## config.mk

```make
export PLATFORM = sky130hd
export DESIGN_NAME = bda_decimal_adjust
export DESIGN_NICKNAME = d
export VERILOG_FILES = /design/src/bda_pkg.sv /design/src/bda_adjust.sv /design/src/bda_decimal_adjust.sv
export SDC_FILE = /design/constraint.sdc
export NUM_CORES = 1
export LEC_CHECK = 0
export BUFFER_PORTS_ARGS = -buffer_cell sky130_fd_sc_hd__buf_2
export CAP_MARGIN = 20
export CORE_MARGIN = 10
export CORE_UTILIZATION = 50
export DETAILED_ROUTE_END_ITERATION = 10
export PLACE_DENSITY = 0.76
export SYNTH_ARGS = -nofsm -noshare
export SYNTH_HDL_FRONTEND = slang
export SYNTH_HIERARCHICAL = 1
export SYNTH_SLANG_ARGS = --single-unit
```

## constraint.sdc

```tcl
create_clock -name clk_sys_i -period 1.7 [get_ports clk_sys_i]
set_input_delay 0.17 -clock clk_sys_i [delete_from_list [all_inputs] [get_ports clk_sys_i]]
set_output_delay 0.17 -clock clk_sys_i [all_outputs]
set_load 0.02 [all_outputs]
```

## src/bda_pkg.sv

```systemverilog
/*
 * shared constants, state encoding and register record for the
 * decimal adjust unit.
 * assumes an 8-bit accumulator and an 8-bit data-memory address.
 */
package bda_pkg;

    // ------------------------------------------------------------
    // widths
    // ------------------------------------------------------------
    localparam int DATA_W = 8;
    localparam int NIB_W  = 4;
    localparam int ADDR_W = 8;

    // ------------------------------------------------------------
    // nibble limit and correction values
    // ------------------------------------------------------------
    localparam logic [NIB_W-1:0]  NIB_MAX  = 4'h9;
    localparam logic [DATA_W-1:0] ADJ_NONE = 8'h00;
    localparam logic [DATA_W-1:0] ADJ_LOW  = 8'h06;
    localparam logic [DATA_W-1:0] ADJ_HIGH = 8'h60;
    localparam logic [DATA_W-1:0] ADJ_BOTH = 8'h66;

    // ------------------------------------------------------------
    // sequencer states
    // ------------------------------------------------------------
    typedef enum logic [0:0]
    {
        ST_IDLE   = 1'b0,
        ST_ADJUST = 1'b1
    } bda_state_t;

    typedef struct packed
    {
        bda_state_t          st;
        logic [DATA_W-1:0]   acc;
        logic                hc;
        logic                cy;
        logic [ADDR_W-1:0]   addr;
        logic                mem_we;
        logic [ADDR_W-1:0]   mem_addr;
        logic [DATA_W-1:0]   mem_data;
        logic                carry_we;
        logic                carry;
        logic [DATA_W-1:0]   adj;
        logic                busy;
        logic                done;
    } bda_regs_t;

    localparam bda_regs_t REGS_RST = '0;

    // ------------------------------------------------------------
    // nibble above nine, used for both halves
    // ------------------------------------------------------------
    function automatic logic nib_over_max(input logic [NIB_W-1:0] nib);
        nib_over_max = (nib > NIB_MAX);
    endfunction

endpackage

```

## src/bda_adjust.sv

```systemverilog
/*
 * combinational decimal correction of one accumulator byte.
 * assumes operands are stable for the cycle they are used in.
 */
`timescale 1ns/1ns
module bda_adjust
(
    input  wire logic [bda_pkg::DATA_W-1:0] acc_i,
    input  wire logic                       half_carry_flag_i,
    input  wire logic                       carry_flag_i,
    output logic      [bda_pkg::DATA_W-1:0] result_o,
    output logic      [bda_pkg::DATA_W-1:0] adj_o,
    output logic                            carry_o
);

    logic                     low_fix;
    logic                     high_fix;
    logic [bda_pkg::DATA_W:0] low_sum;
    logic [bda_pkg::DATA_W:0] sum;

    // ------------------------------------------------------------
    // correction select and add
    // ------------------------------------------------------------
    always_comb
    begin
        low_fix  = bda_pkg::nib_over_max(acc_i[bda_pkg::NIB_W-1:0])
                   | half_carry_flag_i;                         // [RQ1]
        // upper test sees the byte after the low fix, so a low-nibble
        // overflow that lifts the upper half above nine still carries out of the byte
        low_sum  = {1'b0, acc_i}
                   + {1'b0, (low_fix ? bda_pkg::ADJ_LOW
                                     : bda_pkg::ADJ_NONE)};
        high_fix = bda_pkg::nib_over_max(
                       low_sum[bda_pkg::DATA_W-1:bda_pkg::NIB_W])
                   | low_sum[bda_pkg::DATA_W]
                   | carry_flag_i;                              // [RQ3] [RQ7]
        case ({high_fix, low_fix})                              // [RQ4]
            2'b01:   adj_o = bda_pkg::ADJ_LOW;
            2'b10:   adj_o = bda_pkg::ADJ_HIGH;
            2'b11:   adj_o = bda_pkg::ADJ_BOTH;
            default: adj_o = bda_pkg::ADJ_NONE;                 // [RQ2]
        endcase
        sum      = {1'b0, acc_i} + {1'b0, adj_o};
        result_o = sum[bda_pkg::DATA_W-1:0];
        // sticky: an incoming carry is never dropped
        carry_o  = carry_flag_i | sum[bda_pkg::DATA_W];        // [RQ7] [RQ8]
    end

endmodule

```

## src/bda_decimal_adjust.sv

```systemverilog
/*
 * decimal adjust after addition: sequencer, operand capture and
 * data-memory / carry write-back for one decimal_adjust_op.
 * assumes the core drives the start strobe and operands on clk_sys_i
 * and applies the write strobes in the cycle they are shown.
 */
// Behaviour
// (RQ1) low nibble above nine or half carry set: add six to it
// (RQ2) otherwise the low nibble passes through unchanged
// (RQ3) high nibble above nine or carry set: add six to it
// (RQ4) correction is one of 0x00, 0x06, 0x60, 0x66 added to accumulator
// (RQ5) adjusted byte goes to the addressed data memory, not accumulator
// (RQ6) only carry may change; zero and half carry untouched
// (RQ7) carry set when the original decimal sum exceeds ninety-nine
// (RQ8) carry set on carry out of bit seven or if already set
`timescale 1ns/1ns
module bda_decimal_adjust
(
    input  wire logic                       clk_sys_i,
    input  wire logic                       arst_n_i,
    input  wire logic                       decimal_adjust_op_i,
    input  wire logic [bda_pkg::DATA_W-1:0] accumulator_reg_i,
    input  wire logic                       half_carry_flag_i,
    input  wire logic                       carry_flag_i,
    input  wire logic [bda_pkg::ADDR_W-1:0] mem_addr_i,
    output logic                            mem_we_o,
    output logic      [bda_pkg::ADDR_W-1:0] mem_addr_o,
    output logic      [bda_pkg::DATA_W-1:0] mem_data_o,
    output logic                            carry_we_o,
    output logic                            carry_o,
    output logic      [bda_pkg::DATA_W-1:0] adj_value_o,
    output logic                            busy_o,
    output logic                            done_o
);

    // ------------------------------------------------------------
    // reset release
    // ------------------------------------------------------------
    logic rst_meta_r;
    logic rst_sync_r;

    always_ff @(posedge clk_sys_i or negedge arst_n_i)
    begin
        if (!arst_n_i)
        begin
            rst_meta_r <= 1'b0;
            rst_sync_r <= 1'b0;
        end
        else
        begin
            rst_meta_r <= 1'b1;
            rst_sync_r <= rst_meta_r;
        end
    end

    // ------------------------------------------------------------
    // correction datapath
    // ------------------------------------------------------------
    bda_pkg::bda_regs_t       regs_r;
    bda_pkg::bda_regs_t       regs_nxt;
    logic [bda_pkg::DATA_W-1:0] adj_result;
    logic [bda_pkg::DATA_W-1:0] adj_value;
    logic                       adj_carry;

    // works on captured operands so the core may move on after start
    bda_adjust u_adjust
    (
        .acc_i             (regs_r.acc),
        .half_carry_flag_i (regs_r.hc),
        .carry_flag_i      (regs_r.cy),
        .result_o          (adj_result),
        .adj_o             (adj_value),
        .carry_o           (adj_carry)
    );

    // ------------------------------------------------------------
    // sequencer
    // ------------------------------------------------------------
    always_comb
    begin
        regs_nxt          = regs_r;
        regs_nxt.mem_we   = 1'b0;
        regs_nxt.carry_we = 1'b0;
        regs_nxt.done     = 1'b0;
        case (regs_r.st)
            bda_pkg::ST_IDLE:
            begin
                // a strobe while busy is not seen: one op in flight
                if (decimal_adjust_op_i)
                begin
                    regs_nxt.acc  = accumulator_reg_i;
                    regs_nxt.hc   = half_carry_flag_i;
                    regs_nxt.cy   = carry_flag_i;
                    regs_nxt.addr = mem_addr_i;
                    regs_nxt.busy = 1'b1;
                    regs_nxt.st   = bda_pkg::ST_ADJUST;
                end
            end
            bda_pkg::ST_ADJUST:
            begin
                regs_nxt.mem_we   = 1'b1;                        // [RQ5]
                regs_nxt.mem_addr = regs_r.addr;                 // [RQ5]
                regs_nxt.mem_data = adj_result;                  // [RQ5]
                regs_nxt.adj      = adj_value;                   // [RQ4]
                // only the carry write port exists; other flags hold
                regs_nxt.carry_we = 1'b1;                        // [RQ6]
                regs_nxt.carry    = adj_carry;                   // [RQ7] [RQ8]
                regs_nxt.done     = 1'b1;
                regs_nxt.busy     = 1'b0;
                regs_nxt.st       = bda_pkg::ST_IDLE;
            end
            default:
            begin
                regs_nxt = bda_pkg::REGS_RST;
            end
        endcase
    end

    always_ff @(posedge clk_sys_i or negedge rst_sync_r)
    begin
        if (!rst_sync_r)
        begin
            regs_r <= bda_pkg::REGS_RST;
        end
        else
        begin
            regs_r <= regs_nxt;
        end
    end

    // ------------------------------------------------------------
    // outputs, all straight from the state record
    // ------------------------------------------------------------
    assign mem_we_o    = regs_r.mem_we;
    assign mem_addr_o  = regs_r.mem_addr;
    assign mem_data_o  = regs_r.mem_data;
    assign carry_we_o  = regs_r.carry_we;
    assign carry_o     = regs_r.carry;
    assign adj_value_o = regs_r.adj;
    assign busy_o      = regs_r.busy;
    assign done_o      = regs_r.done;

endmodule

```

==> run summary <==
FINAL LAYOUT
------------------------------------------------------------------------------------------------------
FILL cells                                                                                         381
Share of final-layout standard cells stronger than drive strength 1                             61.43%
Total number of nets in the final design                                                           247
Multi-input combinational cell area                                                          964.7 µm²
Sequential Area                                                                               1202 µm²
P&R area growth vs syn                                                                          15.52%
Total inserted antenna cells                                                                         0
Final standard cell count with taps included and fillers excluded                                  277
Final cell area excluding filler cells                                                        2756 µm²
Share of the core filled with cells                                                             59.14%

SETUP PATH
------------------------------------------------------------------------------------------------------
Crit path required time                                                                        1.89 ns
Slowest-stage cell, CP                                                                         dfrtp_1
CP Max Fanout                                                                                        4
Type of the setup path with the least slack                                                    reg2reg
Worst EP arrival                                                                               2.28 ns
Capturing element type of the critical path                                                  flip-flop
CP peak stage delay                                                                            0.37 ns
List of cells traversed by the critical path                                              o21ai_2 -> buf_4 -> nand2b_4 -> ha_4 -> inv_2 -> fa_2 -> and3b_2 -> o21ai_2 -> a21oi_1 -> a31oi_1 -> mux2_4
Startpoint Class                                                                             flip-flop
Most common cell type on the critical path                                                     o21ai_2

GLOBAL ROUTING
------------------------------------------------------------------------------------------------------
Vias in the first global route                                                                   1,502
First-pass GRT wire length                                                                    7.155 mm
GR Util All Layers                                                                              11.58%
GRT overflow                                                                                         0
Maximum number of pins on one net before global-route repair                                        29
Number of antenna violations at the first check in global routing                                    0

PLACED DESIGN
------------------------------------------------------------------------------------------------------
Placed cell count                                                                                  265
Total of buffers placed on input and output ports                                                   49
GPL Wtd Cong                                                                                    0.7837
Post-placement cell area                                                                      2544 µm²
Hpwl dp                                                                                       3.051 mm

LOGIC SYNTHESIS
------------------------------------------------------------------------------------------------------
Distinct cells, synth                                                                               37
Cell count after synthesis                                                                         184
Top post-synthesis cells by area                                                          dfrtp_1 50%, mux2_2 16%, buf_4 10%
Post-synthesis sequential element count                                                             48
Cell accounting for the most synthesized area                                                  dfrtp_1
Share of synthesized area occupied by flip-flops and latches                                    50.34%
Post-Synthesis Cell Area                                                                      2386 µm²
Warning count from the yosys run                                                                     6
Post-synth top area share                                                                       50.34%
Per-instance average area after synthesis                                                    12.97 µm²

PWR
------------------------------------------------------------------------------------------------------
Power Density                                                                              1258 nW/µm²
Worst vdd rail ir drop                                                                     0.0006815 V
Sum of internal, switching and leakage power                                                   3467 µW
Leakage power total                                                                        0.001318 µW

FLOORPLAN
------------------------------------------------------------------------------------------------------
Width of the die                                                                              89.08 µm
Die area                                                                                      7935 µm²
Io pins                                                                                             50
Floorplan Core Area                                                                           4661 µm²
Die outline height                                                                            89.08 µm
Initial core utilization                                                                        51.19%
Number of rows created at floorplan                                                                 25

ROUTE
------------------------------------------------------------------------------------------------------
DRT iter0 DRCs                                                                                      75
Count of vias placed by the detailed router                                                      1,374
Number of detailed-routing iterations run before antenna repair                                      4
Count of unresolved DRC violations after routing                                                     0
Total length of routed wires                                                                  4.235 mm
Post-detailed-route via-to-cell ratio                                                            4.960
Post-route antenna net violation count                                                               0
DR WL/cell                                                                                    15.29 µm

OUTCOME
------------------------------------------------------------------------------------------------------
Run status                                                                                finished with violations
Violations in the final reports                                                           setup timing

STA
------------------------------------------------------------------------------------------------------
Setup repair after global routing missed its margin                                               true
Count of pins over their slew limit                                                                  0
Period utilization                                                                              123.3%
Final sum of negative setup slack                                                            -2.387 ns
Minimum clock period after layout                                                             2.096 ns
Worst clock skew on the final layout                                                       0.005866 ns
Maximum clock rate                                                                           477.1 MHz
Final setup margin                                                                          -0.3962 ns
Total setup violations reported at the end of the flow                                               9
Hold violation total from the final report                                                           0

CLOCK NETWORK
------------------------------------------------------------------------------------------------------
Skew-Pair Late Insertion Delay                                                                 0.30 ns
Clock buffer count from CTS                                                                          5
Clock transition at the register clock pins on the worst setup and hold paths after CTS        0.09 ns
Total number of H-tree levels                                                                        2
CTS tree                                                                                           yes
TritonCTS sink count                                                                                48
Root Buffer Master                                                                            clkbuf_8
Max Root-Sink Buffers                                                                                2

RUN
------------------------------------------------------------------------------------------------------
Max-cap violations                                                                                   0

HOLD PATH
------------------------------------------------------------------------------------------------------
Worst hold path type                                                                            in2reg

==> through the flow <==
| step | setup slack (ns) | hold WS (ns) |
|---|---|---|
| final | -0.3962 | 0.09458 |
| after global routing | -0.5180 | 0.07260 |
| after CTS | -0.3649 | 0.08377 |
| after detailed placement | -0.3664 | -0.04245 |
| after global placement | -0.3354 | -0.04341 |
| after floorplan | -0.4186 | -0.1256 |
==> Yosys cell counts (all sizes together) <==
| library cell | number |
|---|---|
| a211o | 1 |
| a21o | 5 |
| a21oi | 3 |
| a311oi | 1 |
| a31oi | 1 |
| and3b | 1 |
| buf | 38 |
| clkbuf | 2 |
| conb | 2 |
| dfrtp | 48 |
| fa | 1 |
| ha | 3 |
| inv | 6 |
| mux2 | 43 |
| mux2i | 1 |
| nand2 | 5 |
| nand2b | 3 |
| nand3 | 1 |
| nand4b | 1 |
| nor2 | 4 |
| nor2b | 2 |
| nor4 | 1 |
| o21ai | 6 |
| o31ai | 1 |
| o41ai | 1 |
| xnor2 | 1 |
| xor2 | 2 |
==> where the power goes <==
group	internal [µW]	switching (µW)	leakage [µW]
Clock	294	365	0.0000424
Sequential	1390	147	0.000558
Combinational	636	638	0.000717
Total	2320	1150	0.00132
==> metal layers <==
metal	up-vias	GRT usage (%)	share of wire [%]
li1	663	-	-
met1	667	14.54	45
met2	37	17.69	47
met3	7	4.376	6.9
met4	0	4.335	1.3
met5	-	0	0
==> critical path: cells and delay by family (launching register included) <==
family                   cells  cell delay [ns]
AO/OA/AOI/OAI                4             0.30
adder cells (fa/ha/maj)      2             0.50
flip-flops                   1             0.37
AND/OR/NAND/NOR              2             0.38
multiplexers                 1             0.26
buffers and inverters        2             0.18
==> cell families after synthesis <==
family          after synthesis  share of synthesized area [%]
buf+inv                      46                          13.90
compound gates               19                          5.612
xor+xnor                      3                          1.101
mux                          44                          22.13
simple gates                 18                          4.195
flops                        48                          50.34
other cells                   2                         0.3147
fa+ha+maj                     4                          2.412
==> cells in the final DEF (no fill, tap or decap), types with 3 or more instances in the layout <==
| cell | netlist | final |
|---|---|---|
| a21o_1 | 5 | 5 |
| mux2_4 | 9 | 15 |
| o21ai_0 | 4 | 3 |
| buf_6 | 2 | 3 |
| buf_4 | 33 | 14 |
| nor2_1 | 4 | 4 |
| inv_2 | 1 | 4 |
| conb_1 | 2 | 5 |
| nand2_1 | 4 | 3 |
| buf_2 | 2 | 49 |
| clkbuf_8 | 0 | 5 |
| mux2_2 | 34 | 28 |
| dfrtp_1 | 48 | 47 |
==> final cells by class <==
cell class | instances | area share, %
clock buffers | 7 | 2.769
clock inverters | 1 | 0.3177
inverters | 6 | 0.8171
multi-input cells | 93 | 35.00
flip-flops and latches | 48 | 43.62
well taps | 54 | 2.451
repair buffers | 68 | 15.02
==> state kept, by name, summed over array words and instances (netlist names) <==
signal,flops
adj_value_o,8
busy_o,1
carry_o,1
carry_we_o,1
mem_addr_o,8
mem_data_o,8
regs_r,19
rst_meta_r,1
rst_sync_r,1
==> path summary, 6_finish.rpt <==
path / from / to / slack, ns / cells past startpoint
max: regs_r[40]$_DFFE_PN0P_ / mem_data_o[7]$_DFFE_PN0P_ / -0.40 / 11
min: mem_addr_i[0] / regs_r[29]$_DFFE_PN0P_ / 0.09 / 2
max reg2reg: regs_r[40]$_DFFE_PN0P_ / mem_data_o[7]$_DFFE_PN0P_ / -0.40 / 11
min reg2reg: rst_sync_r$_DFF_PN0_ / mem_addr_o[5]$_DFFE_PN0P_ / 0.22 / 0
max in group asynchronous: rst_sync_r$_DFF_PN0_ / regs_r[39]$_DFFE_PN0P_ / 0.99 / 1
min in group asynchronous: arst_n_i / rst_sync_r$_DFF_PN0_ / 0.18 / 2
==> repair_timing <==
item                                    CTS  global route
endpoints found under the setup margin    9             9
pin swaps                                 6             3
setup buffers                             1             2
endpoints found under the hold margin     2             0
resized for setup                         5            15
cloned                                    0             0
hold buffers                              1             0
Power figures use the tool's default switching activity.
